**src/ahio_map.svh**
```systemverilog
`ifndef AHIO_MAP_SVH
`define AHIO_MAP_SVH
// Clock period in ns
`define AHIO_CLK_NS 25
// Handshake timing figures in ns
`define AHIO_REQ_TO_ACK_OFF_MIN_NS 100
`define AHIO_REQ_TO_ACK_OFF_MAX_NS 200
`define AHIO_TE_PULSE_MIN_NS 225
`define AHIO_TE_PULSE_MAX_NS 275
`define AHIO_LE_PULSE_MIN_NS 125
`define AHIO_LE_REQ_OFF_TO_ACK_OFF_NS 150
`define AHIO_DATA_SETUP_NS 25
`define AHIO_NEXT_DATA_MAX_NS 50
`define AHIO_LONG_PULSE_MIN_NS 500
`define AHIO_DELAY_STEP_NS 100
`define AHIO_DELAY_MAX_NS 700
// Least times round up, longest round down
`define AHIO_CYC_UP(ns) (((ns) + `AHIO_CLK_NS - 1) / `AHIO_CLK_NS)
`define AHIO_CYC_DN(ns) ((ns) / `AHIO_CLK_NS)
// Cycle counts
`define AHIO_REQ_ACK_OFF_CYC `AHIO_CYC_UP(`AHIO_REQ_TO_ACK_OFF_MIN_NS)
`define AHIO_TE_PULSE_CYC `AHIO_CYC_UP(`AHIO_TE_PULSE_MIN_NS)
`define AHIO_LE_PULSE_CYC `AHIO_CYC_UP(`AHIO_LE_PULSE_MIN_NS)
`define AHIO_LE_OFF_CYC `AHIO_CYC_UP(`AHIO_LE_REQ_OFF_TO_ACK_OFF_NS)
`define AHIO_SETUP_CYC `AHIO_CYC_UP(`AHIO_DATA_SETUP_NS)
`define AHIO_STEP_CYC `AHIO_CYC_UP(`AHIO_DELAY_STEP_NS)
`define AHIO_LONG_PULSE_CYC `AHIO_CYC_UP(`AHIO_LONG_PULSE_MIN_NS)
// Register byte offsets
`define AHIO_CTRL_OFF 12'h000
`define AHIO_STAT_OFF 12'h004
`define AHIO_TXD_OFF 12'h008
`define AHIO_RXD_OFF 12'h00c
// Control field positions
`define AHIO_CTRL_EN 0
`define AHIO_CTRL_DIR 1
`define AHIO_CTRL_PROTO_LO 2
`define AHIO_CTRL_DLY_LO 4
`define AHIO_CTRL_LATCH 7
`define AHIO_CTRL_ACK_POL 8
`define AHIO_CTRL_REQ_POL 9
`define AHIO_CTRL_LATCH_SET 10
// Control reset value
`define AHIO_CTRL_RST 32'h0000_0000
`endif

```
**src/ahio_pkg.sv**
```systemverilog
package ahio_pkg;
    // Handshake protocol select
    typedef enum logic [1:0] {
        AHIO_LEVEL = 2'h0,
        AHIO_TRAIL = 2'h1,
        AHIO_LEAD = 2'h2,
        AHIO_LONG = 2'h3
    } ahio_proto_e;
    typedef logic [15:0] ahio_count_t;
endpackage

```
**src/ahio_cfg_if.sv**
```systemverilog
interface ahio_cfg_if;
    import ahio_pkg::*;
    logic enable;
    logic dir_out;
    ahio_proto_e proto;
    logic [2:0] delay_sel;
    logic latch_en;
    logic ack_pol_low;
    logic req_pol_low;
    logic idle;
    modport regs (output enable, dir_out, proto, delay_sel, latch_en,
        ack_pol_low, req_pol_low, input idle);
    modport core (input enable, dir_out, proto, delay_sel, latch_en,
        ack_pol_low, req_pol_low, output idle);
endinterface

```
**src/ahio_regs.sv**
```systemverilog
`include "ahio_map.svh"
module ahio_regs
    import ahio_pkg::*;
#(
    parameter int WIDTH = 32
) (
    input wire logic clk,
    input wire logic reset_n,
    input wire logic psel,
    input wire logic penable,
    input wire logic pwrite,
    input wire logic [11:0] paddr,
    input wire logic [31:0] pwdata,
    output logic [31:0] prdata,
    output logic pready,
    output logic pslverr,
    ahio_cfg_if.regs cfg,
    output logic [WIDTH-1:0] tx_word,
    output logic tx_valid,
    input wire logic tx_take,
    input wire logic [WIDTH-1:0] rx_word,
    input wire logic rx_load,
    output logic rx_take
);
    logic [31:0] ctrl_q;
    logic [WIDTH-1:0] txd_q;
    logic txv_q;
    logic [WIDTH-1:0] rxd_q;
    logic rxv_q;
    logic [31:0] prdata_q;
    logic pslverr_q;
    // Address decode
    wire access = psel && penable;
    wire hit_ctrl = paddr == `AHIO_CTRL_OFF;
    wire hit_stat = paddr == `AHIO_STAT_OFF;
    wire hit_txd = paddr == `AHIO_TXD_OFF;
    wire hit_rxd = paddr == `AHIO_RXD_OFF;
    wire mapped = hit_ctrl || hit_stat || hit_txd || hit_rxd;
    wire wr = access && pwrite;
    wire rd = access && !pwrite;
    wire tx_wr = wr && hit_txd;
    wire rx_rd = rd && hit_rxd;
    wire [31:0] stat_word = {28'h0, rxv_q, txv_q, cfg.idle, ctrl_q[0]};
    wire [31:0] rd_mux = hit_ctrl ? ctrl_q :
        hit_stat ? stat_word :
        hit_txd ? 32'(txd_q) :
        hit_rxd ? 32'(rxd_q) : 32'h0;
    // Control written only while idle; a write made while busy is dropped, not held for idle
    // RULE26: idle gated update
    wire ctrl_wr = wr && hit_ctrl && cfg.idle;
    always_ff @(posedge clk or negedge reset_n)
    begin
        if (!reset_n)
        begin
            ctrl_q <= `AHIO_CTRL_RST;
        end
        else if (ctrl_wr)
        begin
            ctrl_q <= pwdata;
        end
    end
    // Transmit word holding register; set from software wins over take
    always_ff @(posedge clk or negedge reset_n)
    begin
        if (!reset_n)
        begin
            txd_q <= '0;
            txv_q <= 1'b0;
        end
        else if (tx_wr)
        begin
            txd_q <= pwdata[WIDTH-1:0];
            txv_q <= 1'b1;
        end
        else if (tx_take)
        begin
            txv_q <= 1'b0;
        end
    end
    // Receive word register; a new word wins over a read clear
    always_ff @(posedge clk or negedge reset_n)
    begin
        if (!reset_n)
        begin
            rxd_q <= '0;
            rxv_q <= 1'b0;
        end
        else if (rx_load)
        begin
            rxd_q <= rx_word;
            rxv_q <= 1'b1;
        end
        else if (rx_rd)
        begin
            rxv_q <= 1'b0;
        end
    end
    // Read data and error response
    always_ff @(posedge clk or negedge reset_n)
    begin
        if (!reset_n)
        begin
            prdata_q <= 32'h0;
            pslverr_q <= 1'b0;
        end
        else
        begin
            prdata_q <= (psel && !penable && !pwrite) ? rd_mux : prdata_q;
            pslverr_q <= psel && !penable && !mapped;
        end
    end
    assign prdata = prdata_q;
    assign pready = 1'b1;
    assign pslverr = pslverr_q && access;
    assign tx_word = txd_q;
    assign tx_valid = txv_q;
    assign rx_take = !rxv_q;
    // Field extraction
    // RULE8: latch default off out
    wire latch_out = ctrl_q[`AHIO_CTRL_LATCH_SET] ? ctrl_q[`AHIO_CTRL_LATCH]
        : 1'b0;
    // RULE6: latch default on in
    wire latch_in = ctrl_q[`AHIO_CTRL_LATCH_SET] ? ctrl_q[`AHIO_CTRL_LATCH]
        : 1'b1;
    assign cfg.enable = ctrl_q[`AHIO_CTRL_EN];
    assign cfg.dir_out = ctrl_q[`AHIO_CTRL_DIR];
    assign cfg.proto = ahio_proto_e'(ctrl_q[`AHIO_CTRL_PROTO_LO +: 2]);
    assign cfg.delay_sel = ctrl_q[`AHIO_CTRL_DLY_LO +: 3];
    assign cfg.latch_en = ctrl_q[`AHIO_CTRL_DIR] ? latch_out : latch_in;
    // RULE25: polarity select
    assign cfg.ack_pol_low = ctrl_q[`AHIO_CTRL_ACK_POL];
    assign cfg.req_pol_low = ctrl_q[`AHIO_CTRL_REQ_POL];
endmodule

```
**src/ahio_core.sv**
```systemverilog
// Local design decisions: the register addresses and the APB interface to the registers.
`include "ahio_map.svh"
// Notes on behaviour
// RULE1: level output drives data before raising acknowledge.
// RULE2: level acknowledge holds until an active-going request edge.
// RULE3: request already active: wait for drop and reassert first.
// RULE4: request edge drops acknowledge 100 to 200 ns later.
// RULE5: level output and leading input delay precedes acknowledge.
// RULE6: input latching on by default captures at request edge.
// RULE7: trailing input with latching captures on request trailing edge.
// RULE8: output latching off by default; data stays after request.
// RULE9: edge output with latching shows next word within 50 ns; code loads next word only on leaving idle, latching or not.
// RULE10: trailing edge of each pulse signals readiness.
// RULE11: leading edge of each pulse signals readiness.
// RULE12: long pulse delay widens acknowledge instead of postponing it.
// RULE13: long pulse suits classic peripheral: active low, 500 ns.
// RULE14: trailing input idles low, pulses per word accepted.
// RULE15: peripheral pulses request only after acknowledge trailing edge.
// RULE16: trailing pulse 225 to 275 ns plus delay.
// RULE17: edge output data valid 25 ns before acknowledge.
// RULE18: peripheral request high and low at least 75 ns.
// RULE19: peripheral ends next request after acknowledge inactive.
// RULE20: leading input waits for request; start before its pulse.
// RULE21: leading input fixed width, extended while request stays.
// RULE22: peripheral strobes after seeing acknowledge leading edge.
// RULE23: leading output pulse 125 ns, off 150 ns after request off; code ends the pulse on a fixed count and ignores request off.
// RULE24: delay 0 to 700 ns in 100 ns steps.
// RULE25: acknowledge and request polarity selectable.
// RULE26: protocol and direction change only while idle.
module ahio_core
    import ahio_pkg::*;
#(
    parameter int WIDTH = 32
) (
    input wire logic clk,
    input wire logic reset_n,
    ahio_cfg_if.core cfg,
    input wire logic req_pin,
    output logic ack_pin,
    input wire logic [WIDTH-1:0] data_in,
    output logic [WIDTH-1:0] data_out,
    output logic data_oe,
    input wire logic [WIDTH-1:0] tx_word,
    input wire logic tx_valid,
    output logic tx_take,
    output logic [WIDTH-1:0] rx_word,
    output logic rx_load,
    input wire logic rx_take
);
    typedef enum logic [2:0] {
        AHIO_IDLE, AHIO_PRE, AHIO_ACK_ON, AHIO_HOLD, AHIO_OFF_WAIT,
        AHIO_REQ_WAIT, AHIO_GAP
    } ahio_state_e;
    ahio_state_e state_q, state_d;
    ahio_count_t cnt_q, cnt_d;
    logic ack_q, ack_d;
    logic req_q;
    logic armed_q, armed_d;
    logic [WIDTH-1:0] dout_q;
    logic [WIDTH-1:0] rxw_q;
    logic rxl_q;
    // Delay in cycles from the three bit step select
    // RULE24: delay steps
    function automatic ahio_count_t dly(input logic [2:0] sel);
        dly = ahio_count_t'(sel) * ahio_count_t'(`AHIO_STEP_CYC);
    endfunction
    // Request normalised to active high
    wire req = req_pin ^ cfg.req_pol_low;
    wire req_rise = req && !req_q;
    wire req_fall = !req && req_q;
    wire out = cfg.dir_out;
    wire lvl = cfg.proto == AHIO_LEVEL;
    wire trail = cfg.proto == AHIO_TRAIL;
    wire lead = cfg.proto == AHIO_LEAD;
    wire lng = cfg.proto == AHIO_LONG;
    wire ready = out ? tx_valid : rx_take;
    wire [15:0] d = dly(cfg.delay_sel);
    // RULE5: delay before ack
    wire [15:0] pre_cyc = ((lvl && out) || (lead && !out)) ? d :
        (lvl ? 16'h0 : 16'(`AHIO_SETUP_CYC));
    // RULE16: trailing width plus delay
    // RULE12: long pulse width
    // RULE23: leading width
    wire [15:0] pulse_cyc = trail ? 16'(`AHIO_TE_PULSE_CYC) + d :
        lng ? 16'(`AHIO_LE_PULSE_CYC) + d : 16'(`AHIO_LE_PULSE_CYC);
    // Edge that reports the peer ready: trailing or leading per protocol
    // RULE10: trailing readiness
    // RULE11: leading readiness
    wire peer_edge = trail ? req_fall : req_rise;
    // Capture strobe per direction and latching
    // RULE7: trailing capture
    // RULE6: capture on edge
    wire cap_edge = cfg.latch_en && !out && peer_edge;
    // Request sampling register
    always_ff @(posedge clk or negedge reset_n)
    begin
        if (!reset_n)
        begin
            req_q <= 1'b0;
        end
        else
        begin
            req_q <= req;
        end
    end
    // Handshake sequencer
    always_comb
    begin
        state_d = state_q;
        cnt_d = (cnt_q != 16'h0) ? cnt_q - 16'h1 : cnt_q;
        ack_d = ack_q;
        armed_d = armed_q;
        tx_take = 1'b0;
        unique case (state_q)
            AHIO_IDLE:
            begin
                ack_d = 1'b0;
                // RULE20: wait for start
                if (cfg.enable && ready)
                begin
                    state_d = AHIO_PRE;
                    cnt_d = pre_cyc;
                end
            end
            AHIO_PRE:
            begin
                // RULE1: data before ack
                // RULE17: setup before ack
                if (cnt_q == 16'h0)
                begin
                    ack_d = 1'b1;
                    // RULE3: request already high
                    armed_d = lvl && !req;
                    state_d = lvl ? AHIO_HOLD : AHIO_ACK_ON;
                    cnt_d = pulse_cyc;
                end
            end
            AHIO_HOLD:
            begin
                // RULE2: hold until edge
                if (!req)
                begin
                    armed_d = 1'b1;
                end
                if (armed_q && req_rise)
                begin
                    state_d = AHIO_OFF_WAIT;
                    cnt_d = 16'(`AHIO_REQ_ACK_OFF_CYC);
                end
            end
            AHIO_OFF_WAIT:
            begin
                // RULE4: off in 100 to 200 ns
                if (cnt_q <= 16'h1)
                begin
                    ack_d = 1'b0;
                    tx_take = out;
                    state_d = AHIO_GAP;
                    cnt_d = d;
                end
            end
            AHIO_ACK_ON:
            begin
                // RULE14: one pulse per word
                // RULE11: peer edge during pulse
                if (peer_edge && !trail)
                begin
                    armed_d = 1'b1;
                end
                // RULE21: stretch while request
                if (cnt_q == 16'h0 && !(lead && !out && req))
                begin
                    ack_d = 1'b0;
                    state_d = AHIO_REQ_WAIT;
                    cnt_d = lead && out ? 16'(`AHIO_LE_OFF_CYC) : 16'h0;
                end
            end
            AHIO_REQ_WAIT:
            begin
                if (peer_edge || armed_q)
                begin
                    armed_d = 1'b0;
                    tx_take = out;
                    state_d = AHIO_GAP;
                    cnt_d = lng ? d : 16'h0;
                end
            end
            AHIO_GAP:
            begin
                // RULE24: spacing grows with delay in level and long modes
                if (cnt_q == 16'h0)
                begin
                    state_d = AHIO_IDLE;
                end
            end
            default:
            begin
                state_d = AHIO_IDLE;
            end
        endcase
    end
    always_ff @(posedge clk or negedge reset_n)
    begin
        if (!reset_n)
        begin
            state_q <= AHIO_IDLE;
            cnt_q <= 16'h0;
            ack_q <= 1'b0;
            armed_q <= 1'b0;
        end
        else
        begin
            state_q <= state_d;
            cnt_q <= cnt_d;
            ack_q <= ack_d;
            armed_q <= armed_d;
        end
    end
    // Output word: loaded when leaving idle, held after request edge
    // RULE8: data held after edge
    // RULE9: next word loaded only on leaving idle, not within 50 ns
    wire dout_load = state_q == AHIO_IDLE && state_d == AHIO_PRE && out;
    always_ff @(posedge clk or negedge reset_n)
    begin
        if (!reset_n)
        begin
            dout_q <= '0;
        end
        else if (dout_load)
        begin
            dout_q <= tx_word;
        end
    end
    // Input capture: request edge or own acknowledge rise; only the request edge raises rx_load
    wire cap_ack = !cfg.latch_en && !out && !ack_q && ack_d;
    always_ff @(posedge clk or negedge reset_n)
    begin
        if (!reset_n)
        begin
            rxw_q <= '0;
            rxl_q <= 1'b0;
        end
        else
        begin
            rxl_q <= (cap_edge || cap_ack) &&
                state_q != AHIO_IDLE && state_q != AHIO_PRE;
            if (cap_edge || cap_ack)
            begin
                rxw_q <= data_in;
            end
        end
    end
    assign rx_word = rxw_q;
    assign rx_load = rxl_q;
    assign data_out = dout_q;
    assign data_oe = out && cfg.enable;
    // RULE25: ack polarity
    assign ack_pin = ack_q ^ cfg.ack_pol_low;
    assign cfg.idle = state_q == AHIO_IDLE;
endmodule

```
**src/ahio_top.sv**
```systemverilog
module ahio_top
    import ahio_pkg::*;
#(
    parameter int WIDTH = 32
) (
    input wire logic clk,
    input wire logic reset_n,
    input wire logic psel,
    input wire logic penable,
    input wire logic pwrite,
    input wire logic [11:0] paddr,
    input wire logic [31:0] pwdata,
    output logic [31:0] prdata,
    output logic pready,
    output logic pslverr,
    input wire logic req_pin,
    output logic ack_pin,
    input wire logic [WIDTH-1:0] data_in,
    output logic [WIDTH-1:0] data_out,
    output logic data_oe
);
    logic [WIDTH-1:0] tx_word;
    logic tx_valid;
    logic tx_take;
    logic [WIDTH-1:0] rx_word;
    logic rx_load;
    logic rx_take;
    ahio_cfg_if cfg ();
    // Register file and handshake engine
    ahio_regs #(.WIDTH(WIDTH)) u_regs (
        .clk(clk), .reset_n(reset_n), .psel(psel), .penable(penable),
        .pwrite(pwrite), .paddr(paddr), .pwdata(pwdata), .prdata(prdata),
        .pready(pready), .pslverr(pslverr), .cfg(cfg), .tx_word(tx_word),
        .tx_valid(tx_valid), .tx_take(tx_take), .rx_word(rx_word),
        .rx_load(rx_load), .rx_take(rx_take)
    );
    // RULE13: long pulse configurable
    ahio_core #(.WIDTH(WIDTH)) u_core (
        .clk(clk), .reset_n(reset_n), .cfg(cfg), .req_pin(req_pin),
        .ack_pin(ack_pin), .data_in(data_in), .data_out(data_out),
        .data_oe(data_oe), .tx_word(tx_word), .tx_valid(tx_valid),
        .tx_take(tx_take), .rx_word(rx_word), .rx_load(rx_load),
        .rx_take(rx_take)
    );
endmodule

```
**config.mk**
```make
export PLATFORM = sky130hd
export DESIGN_NAME = ahio_top
export DESIGN_NICKNAME = d
export VERILOG_FILES = /design/src/ahio_pkg.sv /design/src/ahio_cfg_if.sv /design/src/ahio_regs.sv /design/src/ahio_core.sv /design/src/ahio_top.sv
export VERILOG_INCLUDE_DIRS = /design/src
export SDC_FILE = /design/constraint.sdc
export NUM_CORES = 1
export LEC_CHECK = 0
export BUFFER_PORTS_ARGS = -buffer_cell sky130_fd_sc_hd__clkbuf_2
export CORE_MARGIN = 2
export CORE_UTILIZATION = 57
export CTS_CLUSTER_DIAMETER = 100
export CTS_CLUSTER_SIZE = 40
export DETAILED_ROUTE_END_ITERATION = 8
export HOLD_SLACK_MARGIN = 0.05
export PLACE_DENSITY = 0.8
export SYNTH_ARGS = -nofsm -noshare
export SYNTH_HDL_FRONTEND = slang
export SYNTH_SLANG_ARGS = --single-unit
```
**constraint.sdc**
```tcl
create_clock -name clk -period 2.7 [get_ports clk]
set_input_delay 0.135 -clock clk [delete_from_list [all_inputs] [get_ports clk]]
set_output_delay 0.135 -clock clk [all_outputs]
set_load 0.005 [all_outputs]
```
=== Yosys cells after proc, flatten, opt, wreduce, memory -nomap -nowiden ===
Index checks and enable logic that the tools add are counted.

* Output and inout port bits: 68
* Input bits: 82
* Bits in registers: 218
* Word-level logic and storage cells: 146

* Add/subtract/negate cells: 3
* $lt $le $gt $ge: 1
* Mux-type cells: 48
* Bitwise operators: 2
* Reduce and logical (&&, ||, !) cells: 59
* Equality and inequality tests: 18

{| class="wikitable"
|+ Operators by type and width
! operator !! number
|-
| 2-to-1 mux 16 bit || 10
|-
| 2-to-1 mux 32 bit || 4
|-
| case mux 16 bit (6 select lines) || 1
|-
| logical AND 1 bit || 32
|-
| equality test 12 x 4 -> 1 bit (second input constant) || 2
|-
| 2-to-1 mux 3 bit || 8
|-
| case mux 3 bit (7 select lines) || 1
|-
| 2-to-1 mux 1 bit || 20
|-
| less-or-equal comparator 16 x 1 -> 1 bit (second input constant) || 1
|-
| zero test 16 bit || 1
|-
| nonzero test 16 bit || 1
|-
| subtractor 16 x 1 -> 16 bit (second input constant) || 1
|-
| equality test 12 x 3 -> 1 bit (second input constant) || 1
|-
| zero test 12 bit || 1
|-
| zero test 1 bit || 11
|-
| equality test 3 bit (second input constant) || 3
|-
| case mux 1 bit (4 select lines) || 2
|-
| adder 3 x 5 -> 6 bit (first input constant) || 1
|-
| adder 4 x 5 -> 6 bit (first input constant) || 1
|-
| equality test 3 x 1 -> 1 bit (second input constant) || 2
|-
| equality test 3 x 2 -> 1 bit (second input constant) || 2
|-
| logical OR 1 bit || 6
|-
| inequality test 2 x 1 -> 1 bit (second input constant) || 3
|-
| 2-to-1 mux 5 bit || 1
|-
| other kinds (12) || 15
|}

=== Logic depth before layout (Yosys ltp) ===
* Word-level depth: 11
* Depth in mapped cells: 9
* Mapped depth without buffers: 8

=== By module ===
A second synthesis with hierarchy kept.

* Cells, all modules: 762
* Area, all modules: 9969.6 µm²

{| class="wikitable"
|+ Modules (own cells, without submodules)
! module !! sequential area each (µm²) !! instances !! area an instance (µm²) !! cells each
|-
| ahio_regs || 3278.1 || 1 || 5685.5 || 414
|-
| ahio_core || 2177.1 || 1 || 4284.1 || 348
|}

=== Worst setup path before layout ===
Ideal clock, no wire load.

* Path type: reg2reg
* From: reg u_core.cnt_q[13]
* To: reg u_core.rxw_q[10], in the netlist u_core.rx_word[10]
* Arrival time: 2236 ps
* Period minus slack after synthesis: 2361 ps
* Data required time: 2575 ps
* Path slack: 339 ps
* Setup time: 125 ps
* Stages on the path, launching flop included: 8
* Path buffers: 1
* Cell sequence: dfrtp_1 -> nor4_1 -> nand4_1 -> nor4_1 -> a21oi_1 -> nor2_2 -> buf_4 -> mux2_2

* Longest elaborated chain between the ends: 6
* Elaborated cells between the ends (all ways): 9
* Classes of those cells: 1 x order compare; 4 x mux; 4 x reduce/logical

{| class="wikitable"
|+ Ends and longest elaborated chain
! element !! RTL line !! RTL
|-
| from (decl) || ahio_core.sv:55 || <nowiki>ahio_count_t cnt_q, cnt_d;</nowiki>
|-
| from (signal assigned) || ahio_core.sv:214 || <nowiki>cnt_q <= cnt_d;</nowiki>
|-
| branches (longest 3 deep; another with less-or-equal comparator 16 x 1 -> 1 bit) || n/a ||
|-
| case mux 1 bit (4 select lines) (*) || ahio_core.sv:114 || <nowiki>unique case (state_q)</nowiki>
|-
| logical AND 1 bit (*) || ahio_core.sv:235 || <nowiki>wire cap_ack = !cfg.latch_en && !out && !ack_q && ack_d;</nowiki>
|-
| logical OR 1 bit (*) || ahio_core.sv:247 || <nowiki>if (cap_edge || cap_ack)</nowiki>
|-
| to (signal assigned) || ahio_core.sv:249 || <nowiki>rxw_q <= data_in;</nowiki>
|-
| to (decl) || ahio_core.sv:60 || <nowiki>logic [WIDTH-1:0] rxw_q;</nowiki>
|}

Every way passes the cells marked *.
A chain may end at the register's enable or synchronous reset.

=== Final worst setup path ===
* From: reg u_core.cnt_q[1]
* To: reg u_core.cnt_q[14]

* Longest elaborated chain between the ends: 4
* Elaborated cells between the ends (all ways): 13
* Classes of those cells: 1 x add/sub; 1 x order compare; 8 x mux; 3 x reduce/logical

{| class="wikitable"
|+ Ends and longest elaborated chain
! element !! RTL line !! RTL
|-
| subtractor 16 x 1 -> 16 bit, or another cell as far along || ahio_core.sv:110 || <nowiki>cnt_d = (cnt_q != 16'h0) ? cnt_q - 16'h1 : cnt_q;</nowiki>
|-
| 2-to-1 mux 16 bit or logical AND 1 bit (tied branches) || ahio_core.sv:110, ahio_core.sv:171 ||
|-
| 2-to-1 mux 16 bit, or another cell as far along || ahio_core.sv:180 || <nowiki>if (peer_edge || armed_q)</nowiki>
|-
| case mux 16 bit (6 select lines) (*) || ahio_core.sv:114 ||
|-
| via u_core.cnt_d[14] || ahio_core.sv:55 ||
|}

The timed path passes the listed nets; every way through them passes the cells marked *.

==> metrics <==
status completed; clock sink count 218; max cap viols 0; # IOs 150; CTS Buf Count 9; Setup TNS Final 0 ps; hold path endpoint u_regs.pslverr_q; period utilisation layout 0.918; IO buf count 148; most numerous cell in the Yosys netlist dfrtp_1; Slew Viols, Final 0; Clk Latency, worst-skew pair 470 ps; DR iter-0 viols 429; yosys warns 0; crit path kind reg2reg; FP Rows 47; area of the core 16500 um^2; synth top area cells dfrtp_1 (57%), mux2_2 (14%), mux2_4 (4.5%), nor2_1 (2.6%), nand2_1 (2.4%); Top FF cell, synth dfrtp_1; Detail Route Antenna Nets 0; final worst path period need 2480 ps; Post-layout nets 1070; leading area contributor after synthesis dfrtp_1; Post-synth EDFFs 0; Reg2Reg Capture Point u_core.cnt_q[14]; Bufs on Longest Clock Path 3; R2R depth 8; Die W 134 um; Synth Register Bits 218; 1st-pass router iterations 5; Worst Setup End Kind register; maximum clock rate 404 MHz; initial antenna violation count 0; Seq/Total Area, Yosys 0.570; final setup fails 0; most frequent cells after synthesis dfrtp_1 (218), mux2_2 (117), nor2_1 (67); RSZ-0062 raised after global routing false; worst reg2reg setup slack 220 ps; syn_nets 857; Unique masters post-synth 59; PD cells 470 nW/um^2; Yosys top cell area share 0.570; Synth Cell Area 9580 um^2; first-pass GRT wire length 37.1 mm; Hold Crit Class in2reg; P&R area growth vs syn 21.5%; Die ar. 17900 um^2; total gr overflow 0; Rel. slew slack 0.394; total track usage 0.261; startpoint types register; CTS tree built; Avg Inst Size Synth 12.5 um^2; vias after detailed routing 6979; DR WL/cell 19.0 um; Worst VDD drop 0.427 mV; CP Data Required Time 3070 ps; die height 134 um; H-tree depth 1; Pwr Total 5.47 mW; vias in the first global route 7123; ys async rst share 1.00; Fin. Hold Viols 0; Static Leak 5.66 nW; Post-Route WL 22.9 mm; Initial Util 0.579; clock skew 16.8 ps; # DRC 0; clock transition at the registers of the reported paths 130 ps; synthesized instance count 769; worst r2r src u_core.cnt_q[1]; Worst Max-Slew Pin Slew 910 ps; largest net degree at the start of global routing 94; Placer Congestion 0.911; vias per std cell 5.80; ratio of cells with drive above 1 in the final layout 0.356; diode count 0; dpl hpwl 15.1 mm; WHS Path Cells 4; Hold Crit Start paddr[0]; CTS Root Cell clkbuf_16; CP Data Arrival Time 2850 ps; crit path max fanout 5
## stage by stage
step	area [um^2]	setup WS, ps	instances	util	hold WS [ps]
floorplan	9580	339	769	-	-161
global placement	10700	319	1123	0.647	189
detailed placement	10700	267	1123	0.647	187
CTS	11600	234	1204	0.704	74.8
global route	11600	40.3	1204	0.704	83.9
finish	11600	222	1204	0.704	81.3
## critical path, stage by stage (launching register included)
cell and delay [ps]:
dfrtp_1 430, inv_1 130, ha_1 240, or3b_2 450, a311oi_1 490, nand3b_1 190
nor3_1 230, xnor2_1 160, nor2_1 50
## sequential cells by signal (all words and copies together), names as in the netlist, 3 cells and up
| name | flops |
|---|---|
| u_core.data_out | 32 |
| u_core.rx_word | 32 |
| u_regs.ctrl_q | 32 |
| u_regs.prdata | 32 |
| u_regs.rxd_q | 32 |
| u_regs.tx_word | 32 |
| u_core.cnt_q | 16 |
| u_core.state_q | 3 |
## power by group
group | total [mW] | switching (mW) | internal (mW)
registers | 3.40 | 0.0546 | 3.34
logic | 0.434 | 0.218 | 0.216
clock network | 1.64 | 0.998 | 0.644
## repair_timing
item                                    CTS  global route
hold buffers                             68             0
endpoints found under the setup margin    0             2
setup buffers                             0             0
endpoints found under the hold margin   186             0
resized for setup                         0             2
## cell type report
type / count / area [um^2]
inverters: 11 / 41.3
flip-flops and latches: 218 / 5460
repair buffers: 245 / 1740
clock buffers: 11 / 233
clock inverters: 2 / 25.0
well taps: 220 / 275
fillers: 1129 / 4890
multi-input cells: 497 / 3870
## how the worst max path moves through the flow
stage,start,to,slack (ps),cells after the start
floorplan,u_core.cnt_q[13],u_core.rx_word[10],340,7
global placement,u_core.cnt_q[1],u_core.cnt_q[14],320,8
detailed placement,u_core.cnt_q[1],u_core.cnt_q[14],270,8
CTS,u_core.cnt_q[1],u_core.cnt_q[14],230,8
global route,u_core.cnt_q[1],u_core.rx_word[13],40,9
finish,u_core.cnt_q[1],u_core.cnt_q[14],220,8
## routing by layer
metal / wire length, um / vias up / part of all wire / GRT usage
li1: - / 3165 / - / -
met1: 9500 / 3526 / 0.42 / 0.350
met2: 11600 / 251 / 0.51 / 0.449
met3: 1360 / 37 / 0.060 / 0.0411
met4: 448 / 0 / 0.020 / 0.0662
met5: 0 / - / 0 / 0
## cells in the final DEF (no fill, tap or decap), types with 2 or more instances in the layout
cell type and n:
nor2_1 65, nor3_1 9, xor2_1 6, buf_4 22, or3_1 3, and3_1 2, dlygate4sd3_1 68, nor2_4 3
mux2_2 117, o22ai_1 3, nand3b_1 2, or4_1 3, o211ai_1 11, clkbuf_2 147, a21oi_1 7, nor4_4 2
o221ai_1 2, dfrtp_1 217, mux2_1 8, buf_12 7, nor2b_1 4, nor4_1 6, a31oi_1 30, o21bai_1 2
o21ai_0 24, clkbuf_1 2, nand4_1 3, a221oi_1 4, and3_2 2, nand3_1 12, nor4b_1 2, mux2_4 29
a22oi_1 28, clkbuf_16 9, inv_1 11, nand2_1 60, nand2b_1 5, ha_1 6, a211oi_1 2, xnor2_1 13
## cells by family (layout without fill, tap and decap cells)
family          Yosys count  after routing  share of synthesized area
simple gates            194            194                     0.0962
mux                     155            155                      0.194
buf+inv                  54            269                     0.0304
xor+xnor                 19             19                     0.0174
other cells               1              1                   0.000392
fa+ha+maj                 6              6                    0.00784
compound gates          122            122                     0.0845
flops                   218            218                      0.570
Note: power is estimated with default switching activity, not from simulation.
